===== src/core/scp_pkg.sv =====
// Constants and carrier types shared by the serial port one controller.
package scp_pkg;

	localparam logic [7:0] ADDR_CONTROL = 8'hc0;
	localparam logic [7:0] ADDR_BUFFER = 8'hc1;
	localparam logic [7:0] CONTROL_RESET = 8'h00;
	localparam logic [7:0] BUFFER_RESET = 8'h00;
	localparam logic [7:0] UNMAPPED_READ = 8'h00;

	localparam int BIT_MODE_HIGH = 7;
	localparam int BIT_MODE_LOW = 6;
	localparam int BIT_MULTIPROC = 5;
	localparam int BIT_RX_ENABLE = 4;
	localparam int BIT_TX_NINTH = 3;
	localparam int BIT_RX_NINTH = 2;
	localparam int BIT_TX_COMPLETE = 1;
	localparam int BIT_RX_COMPLETE = 0;

	localparam logic [1:0] MODE_SYNC = 2'h0;
	localparam logic [1:0] MODE_ASYNC10 = 2'h1;
	localparam logic [1:0] MODE_ASYNC11_FIXED = 2'h2;
	localparam logic [1:0] MODE_ASYNC11_TIMER = 2'h3;

	localparam int CLOCK_MHZ = 40;
	localparam logic [3:0] SYNC_PERIOD_SLOW = 4'hc;
	localparam logic [3:0] SYNC_PERIOD_FAST = 4'h4;
	localparam int FIXED_PERIOD_SLOW = 64;
	localparam int FIXED_PERIOD_FAST = 32;
	localparam int OVERSAMPLE = 16;
	localparam logic [1:0] FIXED_PRESCALE_SLOW = 2'(FIXED_PERIOD_SLOW / OVERSAMPLE - 1);
	localparam logic [1:0] FIXED_PRESCALE_FAST = 2'(FIXED_PERIOD_FAST / OVERSAMPLE - 1);
	localparam logic [3:0] PHASE_MID = 4'(OVERSAMPLE / 2 - 1);
	localparam logic [3:0] PHASE_LAST = 4'(OVERSAMPLE - 1);

	localparam logic [3:0] SYNC_BITS = 4'h8;
	localparam logic [3:0] ASYNC_RX_SAMPLES = 4'h9;
	localparam logic [3:0] FRAME_BITS_SHORT = 4'ha;
	localparam logic [3:0] FRAME_BITS_LONG = 4'hb;

	localparam int BUFFER_DEPTH = 2;

	typedef struct packed {
		logic wr;
		logic rd;
		logic [7:0] addr;
		logic [7:0] wdata;
	} scp_sfr_req_s;

	typedef struct packed {
		logic ninthValid;
		logic ninth;
		logic [7:0] data;
	} scp_rx_word_s;

endpackage : scp_pkg


===== src/core/scp_rx_buffer.sv =====
// Two-entry buffer between the receive shifter and the receive buffer register.
`timescale 1ns/1ps
module scp_rx_buffer (
	input wire logic mclk,
	input wire logic reset_n,
	input wire logic inValid,
	input scp_pkg::scp_rx_word_s inWord,
	output logic inReady,
	output logic outValid,
	input wire logic outReady,
	output scp_pkg::scp_rx_word_s outWord
);

	typedef struct packed {
		scp_pkg::scp_rx_word_s [scp_pkg::BUFFER_DEPTH-1:0] mem;
		logic wrPtr;
		logic rdPtr;
		logic [1:0] count;
	} scp_buf_s;

	scp_buf_s q;
	scp_buf_s d;
	logic push;
	logic pop;

	assign inReady = (q.count != 2'(scp_pkg::BUFFER_DEPTH));
	assign outValid = (q.count != 2'h0);
	assign outWord = q.mem[q.rdPtr];

	always_comb begin
		d = q;
		push = inValid && inReady;
		pop = outValid && outReady;
		if (push) begin
			d.mem[q.wrPtr] = inWord;
			d.wrPtr = ~q.wrPtr;
		end
		if (pop) begin
			d.rdPtr = ~q.rdPtr;
		end
		d.count = q.count + 2'(push) - 2'(pop);
	end

	always_ff @(posedge mclk) begin
		if (!reset_n) begin
			q <= '0;
		end else begin
			q <= d;
		end
	end

endmodule : scp_rx_buffer


===== src/core/scp_serial_one.sv =====
// Serial port one: control register, framing, bit timing and completion flags.
`timescale 1ns/1ps
module scp_serial_one (
	input wire logic mclk,
	input wire logic reset_n,
	input scp_pkg::scp_sfr_req_s sfrReq,
	output logic [7:0] sfrRdata,
	input wire logic timerSelect,
	input wire logic timer1Overflow,
	input wire logic timer2Overflow,
	input wire logic rateDoubleSelect,
	input wire logic rxdIn,
	output logic rxdOut,
	output logic rxdOe,
	output logic txdOut,
	output logic serialIrq
);

	typedef enum logic [2:0] {
		TX_IDLE = 3'b001,
		TX_SYNC = 3'b010,
		TX_ASYNC = 3'b100
	} scp_tx_e;

	typedef enum logic [3:0] {
		RX_IDLE = 4'b0001,
		RX_SYNC = 4'b0010,
		RX_START = 4'b0100,
		RX_FRAME = 4'b1000
	} scp_rx_e;

	typedef struct packed {
		logic [7:0] ctrl;
		scp_tx_e txState;
		scp_rx_e rxState;
		logic [10:0] txShift;
		logic [3:0] txBits;
		logic [3:0] txPhase;
		logic [3:0] syncCnt;
		logic [8:0] rxShift;
		logic [3:0] rxBits;
		logic [3:0] rxPhase;
		logic rxdPrev;
		logic [1:0] preCnt;
		logic ovfHalf;
		logic [7:0] rxHold;
		logic [7:0] rdata;
		logic txd;
		logic rxdDrive;
		logic rxdOutBit;
		logic irq;
	} scp_state_s;

	scp_state_s q;
	scp_state_s d;

	logic pushValid;
	logic pushReady;
	scp_pkg::scp_rx_word_s pushWord;
	logic popValid;
	logic popReady;
	scp_pkg::scp_rx_word_s popWord;

	function automatic logic nineBitMode(input logic [1:0] mode);
		return mode[1];
	endfunction : nineBitMode

	function automatic logic [3:0] syncPeriod(input logic fast);
		return fast ? scp_pkg::SYNC_PERIOD_FAST : scp_pkg::SYNC_PERIOD_SLOW;
	endfunction : syncPeriod

	scp_rx_buffer rxBuffer (
		.mclk(mclk),
		.reset_n(reset_n),
		.inValid(pushValid),
		.inWord(pushWord),
		.inReady(pushReady),
		.outValid(popValid),
		.outReady(popReady),
		.outWord(popWord)
	);

	// A word waits in the buffer while the receive flag is still up.
	assign popReady = !q.ctrl[scp_pkg::BIT_RX_COMPLETE];

	assign sfrRdata = q.rdata;
	assign txdOut = q.txd;
	assign rxdOut = q.rxdOutBit;
	assign rxdOe = q.rxdDrive;
	assign serialIrq = q.irq;

	always_comb begin
		logic [1:0] mode;
		logic multiproc;
		logic rxEnable;
		logic tick;
		logic overflow;
		logic [3:0] period;
		logic [3:0] frameBits;
		logic setTx;
		logic wrBuffer;
		logic sample;

		d = q;
		mode = {q.ctrl[scp_pkg::BIT_MODE_HIGH], q.ctrl[scp_pkg::BIT_MODE_LOW]};
		multiproc = q.ctrl[scp_pkg::BIT_MULTIPROC];
		rxEnable = q.ctrl[scp_pkg::BIT_RX_ENABLE];
		period = syncPeriod(multiproc);
		frameBits = nineBitMode(mode) ? scp_pkg::FRAME_BITS_LONG
			: scp_pkg::FRAME_BITS_SHORT;
		setTx = 1'b0;
		pushValid = 1'b0;
		pushWord = '0;
		sample = 1'b0;
		wrBuffer = sfrReq.wr && (sfrReq.addr == scp_pkg::ADDR_BUFFER);

		// Oversampling tick: sixteen per bit in every asynchronous mode.
		tick = 1'b0;
		overflow = timerSelect ? timer2Overflow : timer1Overflow;
		if (mode == scp_pkg::MODE_ASYNC11_FIXED) begin
			if (q.preCnt == (rateDoubleSelect ? scp_pkg::FIXED_PRESCALE_FAST
					: scp_pkg::FIXED_PRESCALE_SLOW)) begin
				d.preCnt = 2'h0;
				tick = 1'b1;
			end else begin
				d.preCnt = q.preCnt + 2'h1;
			end
		end else if (overflow) begin
			// Without rate doubling every second overflow makes a tick.
			d.ovfHalf = ~q.ovfHalf;
			tick = rateDoubleSelect || q.ovfHalf;
		end

		// Register writes; a hardware set below overrides a clear here.
		if (sfrReq.wr && (sfrReq.addr == scp_pkg::ADDR_CONTROL)) begin
			d.ctrl = sfrReq.wdata;
		end

		// Mode 0 shift clock divider runs only while shifting.
		if ((q.txState == TX_SYNC) || (q.rxState == RX_SYNC)) begin
			d.syncCnt = (q.syncCnt == period - 4'h1) ? 4'h0 : q.syncCnt + 4'h1;
		end else begin
			d.syncCnt = 4'h0;
		end

		unique case (q.txState)
			TX_IDLE: begin
				d.txd = 1'b1;
				d.rxdDrive = 1'b0;
				if (wrBuffer) begin
					d.txBits = 4'h0;
					d.txPhase = 4'h0;
					if (mode == scp_pkg::MODE_SYNC) begin
						if (q.rxState == RX_IDLE) begin
							d.txShift = {3'h7, sfrReq.wdata};
							d.txState = TX_SYNC;
						end
					end else begin
						d.txShift = {1'b1, nineBitMode(mode)
							? q.ctrl[scp_pkg::BIT_TX_NINTH] : 1'b1,
							sfrReq.wdata, 1'b0};
						d.txState = TX_ASYNC;
					end
				end
			end
			TX_SYNC: begin
				d.rxdDrive = 1'b1;
				d.rxdOutBit = q.txShift[0];
				d.txd = (q.syncCnt >= (period >> 1));
				if (q.syncCnt == period - 4'h1) begin
					d.txShift = {1'b1, q.txShift[10:1]};
					d.txBits = q.txBits + 4'h1;
					if (q.txBits == scp_pkg::SYNC_BITS - 4'h1) begin
						setTx = 1'b1;
						d.txState = TX_IDLE;
					end
				end
			end
			TX_ASYNC: begin
				d.txd = q.txShift[0];
				if (tick) begin
					d.txPhase = q.txPhase + 4'h1;
					if (q.txPhase == scp_pkg::PHASE_LAST) begin
						d.txShift = {1'b1, q.txShift[10:1]};
						d.txBits = q.txBits + 4'h1;
						if (q.txBits == frameBits - 4'h2) begin
							setTx = 1'b1;
						end
						if (q.txBits == frameBits - 4'h1) begin
							d.txState = TX_IDLE;
						end
					end
				end
			end
		endcase

		d.rxdPrev = rxdIn;
		unique case (q.rxState)
			RX_IDLE: begin
				d.rxBits = 4'h0;
				d.rxPhase = 4'h0;
				// A new frame is only begun while the buffer can take it.
				if (rxEnable && pushReady) begin
					if (mode == scp_pkg::MODE_SYNC) begin
						// A word still on its way to the flag must not start another reception.
						if (!q.ctrl[scp_pkg::BIT_RX_COMPLETE] && !popValid
								&& (q.txState == TX_IDLE)) begin
							d.rxState = RX_SYNC;
						end
					end else if (q.rxdPrev && !rxdIn) begin
						d.rxState = RX_START;
					end
				end
			end
			RX_SYNC: begin
				d.txd = (q.syncCnt >= (period >> 1));
				if (q.syncCnt == (period >> 1)) begin
					d.rxShift = {1'b0, rxdIn, q.rxShift[7:1]};
				end
				if (q.syncCnt == period - 4'h1) begin
					d.rxBits = q.rxBits + 4'h1;
					if (q.rxBits == scp_pkg::SYNC_BITS - 4'h1) begin
						pushValid = 1'b1;
						pushWord = '{ninthValid: 1'b0, ninth: 1'b0,
							data: q.rxShift[7:0]};
						d.rxState = RX_IDLE;
					end
				end
			end
			RX_START: begin
				if (tick) begin
					d.rxPhase = q.rxPhase + 4'h1;
					if (q.rxPhase == scp_pkg::PHASE_MID) begin
						d.rxPhase = 4'h0;
						// A start bit that has gone high again was a glitch.
						d.rxState = rxdIn ? RX_IDLE : RX_FRAME;
					end
				end
			end
			RX_FRAME: begin
				if (tick) begin
					d.rxPhase = q.rxPhase + 4'h1;
					sample = (q.rxPhase == scp_pkg::PHASE_LAST);
				end
				if (sample) begin
					d.rxShift = {rxdIn, q.rxShift[8:1]};
					d.rxBits = q.rxBits + 4'h1;
					if (q.rxBits == scp_pkg::ASYNC_RX_SAMPLES - 4'h1) begin
						d.rxState = RX_IDLE;
						// Last sample is the stop bit in mode 1, the ninth bit otherwise.
						if (!multiproc || rxdIn) begin
							pushValid = 1'b1;
							pushWord = '{ninthValid: 1'b1, ninth: rxdIn,
								data: q.rxShift[8:1]};
						end
					end
				end
			end
		endcase
		if (!rxEnable && (q.rxState != RX_IDLE)) begin
			d.rxState = RX_IDLE;
		end

		if (popValid && popReady) begin
			d.rxHold = popWord.data;
			if (popWord.ninthValid) begin
				d.ctrl[scp_pkg::BIT_RX_NINTH] = popWord.ninth;
			end
			d.ctrl[scp_pkg::BIT_RX_COMPLETE] = 1'b1;
		end
		if (setTx) begin
			d.ctrl[scp_pkg::BIT_TX_COMPLETE] = 1'b1;
		end

		if (sfrReq.rd) begin
			if (sfrReq.addr == scp_pkg::ADDR_CONTROL) begin
				d.rdata = q.ctrl;
			end else if (sfrReq.addr == scp_pkg::ADDR_BUFFER) begin
				d.rdata = q.rxHold;
			end else begin
				d.rdata = scp_pkg::UNMAPPED_READ;
			end
		end

		d.irq = d.ctrl[scp_pkg::BIT_TX_COMPLETE] || d.ctrl[scp_pkg::BIT_RX_COMPLETE];
	end

	always_ff @(posedge mclk) begin
		if (!reset_n) begin
			q <= '{ctrl: scp_pkg::CONTROL_RESET, txState: TX_IDLE, rxState: RX_IDLE,
				txShift: '1, rxHold: scp_pkg::BUFFER_RESET, txd: 1'b1, rxdPrev: 1'b1,
				default: '0};
		end else begin
			q <= d;
		end
	end

endmodule : scp_serial_one


===== config.mk =====
export PLATFORM = sky130hd
export DESIGN_NAME = scp_serial_one
export DESIGN_NICKNAME = d
export VERILOG_FILES = /design/src/core/scp_pkg.sv /design/src/core/scp_rx_buffer.sv /design/src/core/scp_serial_one.sv
export SDC_FILE = /design/constraint.sdc
export NUM_CORES = 1
export LEC_CHECK = 0
export BUFFER_PORTS_ARGS = -buffer_cell sky130_fd_sc_hd__buf_4
export CORE_ASPECT_RATIO = 1.75
export CORE_MARGIN = 5
export CORE_UTILIZATION = 40
export DETAILED_ROUTE_END_ITERATION = 6
export HOLD_SLACK_MARGIN = 0.06
export SYNTH_ARGS = -nofsm -noshare
export SYNTH_HDL_FRONTEND = slang
export SYNTH_HIERARCHICAL = 1
export SYNTH_SLANG_ARGS = --single-unit

===== constraint.sdc =====
create_clock -name mclk -period 2.7 [get_ports mclk]
set_input_delay 0.135 -clock mclk [delete_from_list [all_inputs] [get_ports mclk]]
set_output_delay 0.135 -clock mclk [all_outputs]
set_load 0.01 [all_outputs]

==> flow_summary.ini, run 1 <==
[finish]
nFillCells = 1314
fin_cells = 831
n_antenna_cell = 0
syn_to_final_growth_pct = 12.19
fin_area_mm2 = 0.006091
drive_gt1_share_pct = 16.74
fin_nets = 686

[synthesis]
ys_ff_latch = 102
synth-edff-count = 0
yosysSeqAreaShare_pct = 37.61
synthSimpleGateAreaFrac_pct = 23.48
yosysTopAreaCell = dfxtp_1
synth_most_common_cell = dfxtp_1
synth_top_cell_area_share_pct = 37.61
netlist_area_mm2 = 0.005429
synth-xor-area-share_pct = 1.291
synthesis.nets = 671
synthAdderAreaFrac_pct = 2.074
synth_compound_area_share_pct = 21.76
synthTopCellsByArea = dfxtp_1, a21oi_1, nand2_1, mux2i_1, nand4_1
async_flop_share_pct = 0
ys_warn_count = 6
synth_top_family_by_area = simple AND/OR/NAND/NOR gates
synthFlopType = dfxtp_1
synth_cell_types = 75
synth_cells = 637
synth_area_per_cell_um2 = 8.523
synthMuxAreaShare_pct = 6.914
yosys-top-cells-count = dfxtp_1, nand2_1, a21oi_1

[clock_tree]
tritoncts = built
cts_setup_buffers = 0
clkLatencyLatePin_ps = 350
path_clk_slew_ps = 70
cts-root-buf = clkbuf_16
htree_levels = 3
cts.sink_count = 102
clock_path_buffers = 2
numCtsBuffers = 9

[setup_path]
regToRegSetupSlack_ps = 300
r2r-start = q[24]
crit_fanout = 11
startpoint_type = flop
crit_path_end_kind = flop
required_ps = 2910
critPathKind = reg2reg
worst_ep_arrival_time_ps = 2610
r2r_cells = 8
reg2reg_to = rxBuffer/q[21]

[routing]
vias_per_cell = 5.709
num_vias = 4744
ant_nets = 0
dr.first_iter.drc_count = 322
drc = 0
wire_per_inst_um = 16.93
dr.pass1.iters = 4
wl_um = 14070

[timing]
setup_viol = 0
hold_violations = 0
whs_ps = 68.89
finalCriticalPeriod_ps = 2403
rsz0062_at_grt = false
slew_headroom_pct = 53.86
finalCritPeriodShare_pct = 88.98
drv_slew = 0
skew_ps = 6.653
timing.fmax_mhz = 416.2
tns_ps = 0
worstMarginPinSlew_ps = 691.4

[power]
power.density_mw_per_mm2 = 664.5
comb_power_share_pct = 22.8
seqPwrFrac_pct = 43.7
p_leak_nw = 2.269
switching_share_pct = 31.93
p_sw_mw = 1.293
p_int_mw = 2.755
power_frac_clock_pct = 33.5
peakVddDrop_mv = 0.3064

[placed_design]
placed_cell_area_mm2 = 0.005747
place_congestion = 0.8725
dp_cells = 812
hpwl_um = 10380
portBuffers = 36

[global_route]
grt_use_total_pct = 17.49
grt_pass1_vias = 4565
antenna_found_initial = 0
grt_pass1_wl_um = 22720
grt_max_degree = 45
grt_overflow = 0

[floorplanning]
die_area_mm2 = 0.01609
io_pins = 37
die_x_um = 98.07
rows = 56
die_h_um = 164.1
start_util_pct = 40.57
core_area_mm2 = 0.01338

[flow_run]
drv_cap = 0

[min_path]
hp-class = in2reg
worstHoldEndpoint = q[77]
hp-start = sfrReq[6]
hold_depth = 3

[status]
status = finished, final reports clean
==> registers in the layout, indices dropped and copies added, names as in the netlist <==
register,count
serialIrq,1
rxBuffer/q,24
sfrRdata,8
txdOut,1
q,66
rxdOut,1
rxdOe,1
==> placed cells by master, fill, tap and decap left out, drive strengths merged, types with 5 or more instances in the layout <==
master	instances
ha	9
clkbuf	10
a22o	9
nor3	8
nor3b	5
o211ai	14
mux2i	24
nand2b	10
inv	12
a211oi	9
or2	5
dfxtp	102
nand4	27
nand2	84
nand3	24
a22oi	8
or3	6
o31ai	21
and3	6
nor2	31
buf	57
nor4b	7
a21oi	66
mux2	12
o21ai	24
==> logic make-up (layout without fill, tap and decap cells) <==
kind of cell,after synthesis,after routing
XOR/XNOR,8,8
AO/OA/AOI/OAI,178,178
AND/OR/NAND/NOR,236,236
multiplexers,36,36
adder cells (fa/ha/maj),9,9
buffers and inverters,68,88
flip-flops,102,102
==> worst max-delay path, stage by stage, from the launching register on <==
cell,delay [ps]
dfxtp_1,380
ha_1,200
and3_1,170
nand4b_1,220
a2111oi_4,370
or2_4,260
clkinvlp_4,240
o31ai_1,310
a21oi_1,100
==> what timing repair did <==
item	4_1_cts	5_1_grt
hold buffers	2	0
setup endpoints to repair	0	19
resized for setup	0	4
endpoints found under the hold margin	2	0
==> power by group through the flow <==
stage | registers [mW] | logic (mW) | clock network [mW]
finish | 1.77 | 0.924 | 1.35
CTS | 1.77 | 0.931 | 1.38
global route | 1.79 | 1.05 | 1.43
detailed placement | 1.80 | 0.927 | 0
floorplan | 1.74 | 0.771 | 0
global placement | 1.79 | 0.904 | 0
==> area by class of cell <==
cell class	count	area (um^2)	share of cell area [%]
multi-input cells	467	3017	49.53
flip-flops and latches	102	2043	33.55
inverters	12	48.80	0.8012
clock buffers	10	239.0	3.924
repair inverters	1	7.507	0.1233
repair buffers	59	447.9	7.354
well taps	174	217.7	3.574
clock inverters	6	70.07	1.150
==> per-layer routing <==
metal	wire (um)	GRT usage, %	share of wire [%]
met5	0	0	0
met4	512	9.767	3.6
met2	7359	30.40	52
met3	381	2.550	2.7
met1	5818	20.46	41
==> worst max-delay path by stage <==
stage,start,end
6_report,q[24],rxBuffer/q[21]
5_1_grt,q[24],rxBuffer/q[22]
4_1_cts,q[67],rxBuffer/q[5]
3_5_place_dp,q[67],rxBuffer/q[5]
3_3_place_gp,q[67],rxBuffer/q[23]
2_1_floorplan,q[78],rxBuffer/q[0]
==> metrics by stage <==
| step | power (mW) | worst slack [ps] | util [%] |
|---|---|---|---|
| detailed placement | 2.727 | 170.4 | 42.94 |
| finish | 4.047 | 297.5 | 45.51 |
| floorplan | 2.515 | 118.8 | - |
| global placement | 2.697 | 319.5 | 42.94 |
| CTS | 4.073 | 170.4 | 45.40 |
| global route | 4.264 | 55.90 | 45.51 |
No activity file was read; power rests on OpenSTA's default activity.
==> inputs of run 2 (changes only) <==
- CORE_UTILIZATION: 40 -> 55
- PLACE_DENSITY: default -> 0.76
==> flow_summary.ini, run 2 (synthesis gave the netlist of run 1 again) <==
[finish]
top_register = q
final_core_util_pct = 61.34
syn_to_final_growth_pct = 10.60
drive_gt1_share_pct = 16.74
final_common_cell = dfxtp_1
fin_nets = 686
n_antenna_cell = 0
largest_reg_flops = 66
mostFrequentLayoutCells = dfxtp_1, nand2_1, a21oi_1, buf_4, nor2_1

[routing]
dr.first_iter.drc_count = 345
ant_nets = 0
wl_um = 13640
dr.pass1.iters = 5
vias_per_cell = 6.231
num_vias = 4873
drc = 0
wire_per_inst_um = 17.45

[setup_path]
crit_path_end_kind = flop
required_ps = 2910
crit_fanout = 18
worst_ep_arrival_time_ps = 2710
startpoint_type = flop
critPathKind = reg2reg

[placed_design]
hpwl_um = 9991
place_congestion = 0.8871
portBuffers = 36

[timing]
finalCriticalPeriod_ps = 2506
slew_headroom_pct = 56.25
drv_slew = 0
finalCritPeriodShare_pct = 92.81
skew_ps = 8.921
hold_violations = 0
rsz0062_at_grt = false
setup_viol = 0
worstMarginPinSlew_ps = 655.5
tns_ps = 0
timing.fmax_mhz = 399.1

[clock_tree]
clkLatencyLatePin_ps = 350
htree_levels = 3
path_clk_slew_ps = 70
numCtsBuffers = 9
cts-root-buf = clkbuf_16
clock_path_buffers = 2
tritoncts = built
cts.sink_count = 102

[status]
status = finished, final reports clean

[global_route]
grt_overflow = 0
grt_pass1_vias = 4700
grt_use_total_pct = 22.92
grt_pass1_wl_um = 22450
antenna_found_initial = 0
grt_max_degree = 45

[power]
power.density_mw_per_mm2 = 661.0
p_leak_nw = 2.255
peakVddDrop_mv = 0.4813

[floorplanning]
core_area_mm2 = 0.009789
rows = 48
start_util_pct = 55.46
io_pins = 37
die_h_um = 141.4
die_area_mm2 = 0.01204
die_x_um = 85.11

[flow_run]
drv_cap = 0

[min_path]
hp-class = in2reg
==> run 2: worst paths after layout <==
| path | start | end | slack (ps) | cells after the start |
|---|---|---|---|---|
| max | q[67] | rxBuffer/q[19] | 190 | 6 |
| min | sfrReq[6] | q[77] | 70 | 3 |
| max reg2reg | q[67] | rxBuffer/q[19] | 190 | 6 |
| min reg2reg | q[41] | q[41] | 460 | 1 |
==> run 2: final cells by class <==
| cell class | count | area [um^2] |
|---|---|---|
| multi-input cells | 467 | 3017 |
| fillers | 874 | 3785 |
| clock inverters | 7 | 62.56 |
| flip-flops and latches | 102 | 2042 |
| inverters | 12 | 48.80 |
| clock buffers | 9 | 225.2 |
| repair buffers | 59 | 445.4 |
| repair inverters | 1 | 7.507 |
| well taps | 125 | 156.4 |
==> run 2: metrics by stage <==
stage / power [mW] / area (um^2) / setup slack, ps / cells / hold WS (ps)
3_5_place_dp: 2.716 / 5693 / 60.70 / 764 / 423.0
2_1_floorplan: 2.515 / 5429 / 118.8 / 637 / 256.7
6_report: 3.969 / 6005 / 194.2 / 782 / 68.32
4_1_cts: 3.984 / 5991 / 66.24 / 781 / 63.48
5_1_grt: 4.182 / 6005 / 4.538 / 782 / 67.51
3_3_place_gp: 2.680 / 5693 / 217.9 / 764 / 421.2
==> run 2: report_power, final <==
group	switching [mW]	internal (mW)
clock network	0.624	0.645
logic	0.555	0.370
registers	0.138	1.64
total	1.32	2.65
==> run 2: repair_timing <==
action,CTS,global route
hold buffers,1,0
endpoints found under the setup margin,0,21
hold endpoints to repair,1,0
resized for setup,0,3
setup buffers,0,0
==> run 2: layer usage <==
metal,global-route usage (%),wire length [um],vias up
li1,-,-,2356
met4,11.01,387,0
met3,2.731,463,32
met5,0,0,-
met2,42.17,7518,152
met1,25.58,5273,2333
==> run 2: worst max-delay path: stages, from the launching register on <==
cell and delay, ps:
dfxtp_1 500, or4b_1 610, a2111oi_4 270, or2_4 310, clkinvlp_4 270, o31ai_1 310
a21oi_1 110
==> inputs of run 3 (changes only) <==
- ABC_AREA: default -> 1
==> flow_summary.ini, run 3 <==
[status]
status = finished, final reports clean

[synthesis]
async_flop_share_pct = 0
ys_ff_latch = 102
synth_cells = 788
synth_top_cell_area_share_pct = 37.73
netlist_area_mm2 = 0.005413
synth_cell_types = 43
synthFlopType = dfxtp_1
yosys-top-cells-count = nand2_1, dfxtp_1, inv_1
synthesis.nets = 822
synthTopCellsByArea = dfxtp_1, nand2_1, nand3_1, inv_1, nor2_1
synth_most_common_cell = nand2_1
yosysTopAreaCell = dfxtp_1
yosysSeqAreaShare_pct = 37.73
synth_area_per_cell_um2 = 6.869
synth-edff-count = 0
ys_warn_count = 6

[finish]
n_antenna_cell = 0
largest_reg_flops = 66
drive_gt1_share_pct = 12.84
nFillCells = 931
fin_nets = 839
seq_area_mm2 = 0.002042
fin_cells = 935
mostFrequentLayoutCells = nand2_1, dfxtp_1, inv_1, nor2_1, nand3_1
top_register = q
final_common_cell = nand2_1
multi_input_area_mm2 = 0.002764
syn_to_final_growth_pct = 10.66

[timing]
setup_slack_ps = 296.6
skew_ps = 8.393
rsz0062_at_grt = false
finalCritPeriodShare_pct = 89.02
hold_violations = 0
finalCriticalPeriod_ps = 2403
worstMarginPinSlew_ps = 785.2
drv_slew = 0
timing.fmax_mhz = 416.1
tns_ps = 0
setup_viol = 0
slew_headroom_pct = 47.60

[global_route]
grt_overflow = 0
grt_max_degree = 62
grt_use_total_pct = 22.71
grt_pass1_vias = 4851
grt_pass1_wl_um = 22310
antenna_found_initial = 0

[power]
p_leak_nw = 2.647
peakVddDrop_mv = 0.4711
power.density_mw_per_mm2 = 726.7

[floorplanning]
core_area_mm2 = 0.009729
die_area_mm2 = 0.01200
start_util_pct = 55.63
die_x_um = 84.99
io_pins = 37
rows = 48
die_h_um = 141.2

[setup_path]
startpoint_type = flop
required_ps = 2980
crit_path_end_kind = flop
crit_fanout = 9
critPathKind = reg2reg
worst_ep_arrival_time_ps = 2690
r2r_cells = 14

[placed_design]
place_congestion = 0.8460
dp_slack_ps = 325.3
portBuffers = 36
hpwl_um = 9842
dp_cells = 919

[min_path]
hold_depth = 3
hp-class = in2reg

[routing]
ant_nets = 0
vias_per_cell = 5.487
dr.pass1.iters = 5
wl_um = 13350
dr.first_iter.drc_count = 387
num_vias = 5130
wire_per_inst_um = 14.28
drc = 0

[clock_tree]
path_clk_slew_ps = 70
cts.sink_count = 102
numCtsBuffers = 9
cts-root-buf = clkbuf_16
cts_setup_buffers = 0
htree_levels = 3
clock_path_buffers = 2
clkLatencyLatePin_ps = 350
tritoncts = built

[flow_run]
drv_cap = 0
==> run 3: changes by cell type after synthesis, sizes merged, moves of 11 or more <==
cell	before	now
mux2	12	0
nand2	84	193
nor2	31	99
inv	12	104
nand3	24	87
clkbuf	22	11
o21ai	24	50
mux2i	24	0
nand4	27	14
o31ai	21	0
a21oi	66	43
buf	34	23
==> run 3: cells by family (layout without fill, tap and decap cells) <==
kind of cell,Yosys count,in the layout,synth area share (%)
simple gates,406,406,34.17
flops,102,102,37.73
compound gates,126,126,13.75
buf+inv,139,161,11.30
xor+xnor,6,6,0.9709
fa+ha+maj,9,9,2.080
==> run 3: worst paths after layout <==
| kind | from | endpoint | slack (ps) |
|---|---|---|---|
| hold / removal | rxdIn | q[23] | 80 |
| setup / recovery | q[41] | rxBuffer/q[1] | 300 |
| setup reg to reg | q[41] | rxBuffer/q[1] | 300 |
| hold reg to reg | q[20] | q[20] | 450 |
==> run 3: what timing repair did <==
| item | CTS | global route |
|---|---|---|
| resized for setup | 0 | 1 |
| hold buffers | 0 | 0 |
| setup endpoints to repair | 0 | 6 |
==> run 3: critical path, cell delays in order, from the launching register on <==
cell and delay (ps):
dfxtp_1 390, ha_1 230, nand4_2 190, inv_1 190, nand3b_1 280, nand2_1 180
nand2_1 120, xnor2_1 190, ha_1 180, inv_1 40, nand2_1 50, nand2_1 60
nand3_1 80, nand2_1 50, nor2_1 110
==> run 3: area by class of cell <==
type	instances	share of cell area, %
Clock inverter	7	1.797
Clock buffer	9	3.760
Sequential cell	102	34.09
Timing Repair Buffer	40	5.014
Multi-Input combinational cell	547	46.15
Inverter	105	6.580
Tap cell	125	2.611
==> run 3: per-layer routing <==
layer  up-vias  GRT usage (%)  wire length [um]
li1       2572              -                 -
met1      2365          24.60              5146
met2       146          42.09              7196
met3        47          4.211               551
met4         0          9.758               460
met5         -              0                 0
==> run 3: where the power goes <==
part           switching, mW  leakage, nW  internal (mW)  total, mW
logic                  0.853         1.66          0.398       1.25
clock network          0.637        0.160          0.752       1.39
registers             0.0825        0.828           1.63       1.71
==> run 3: through the flow <==
step	utilization (%)	hold WS, ps	power (mW)	area [um^2]
finish	61.56	81.47	4.352	5989
global route	61.56	77.49	4.649	5989
CTS	61.51	64.86	4.366	5984
detailed placement	58.09	429.1	2.982	5652
global placement	58.09	424.5	2.919	5652
floorplan	-	261.8	2.706	5413
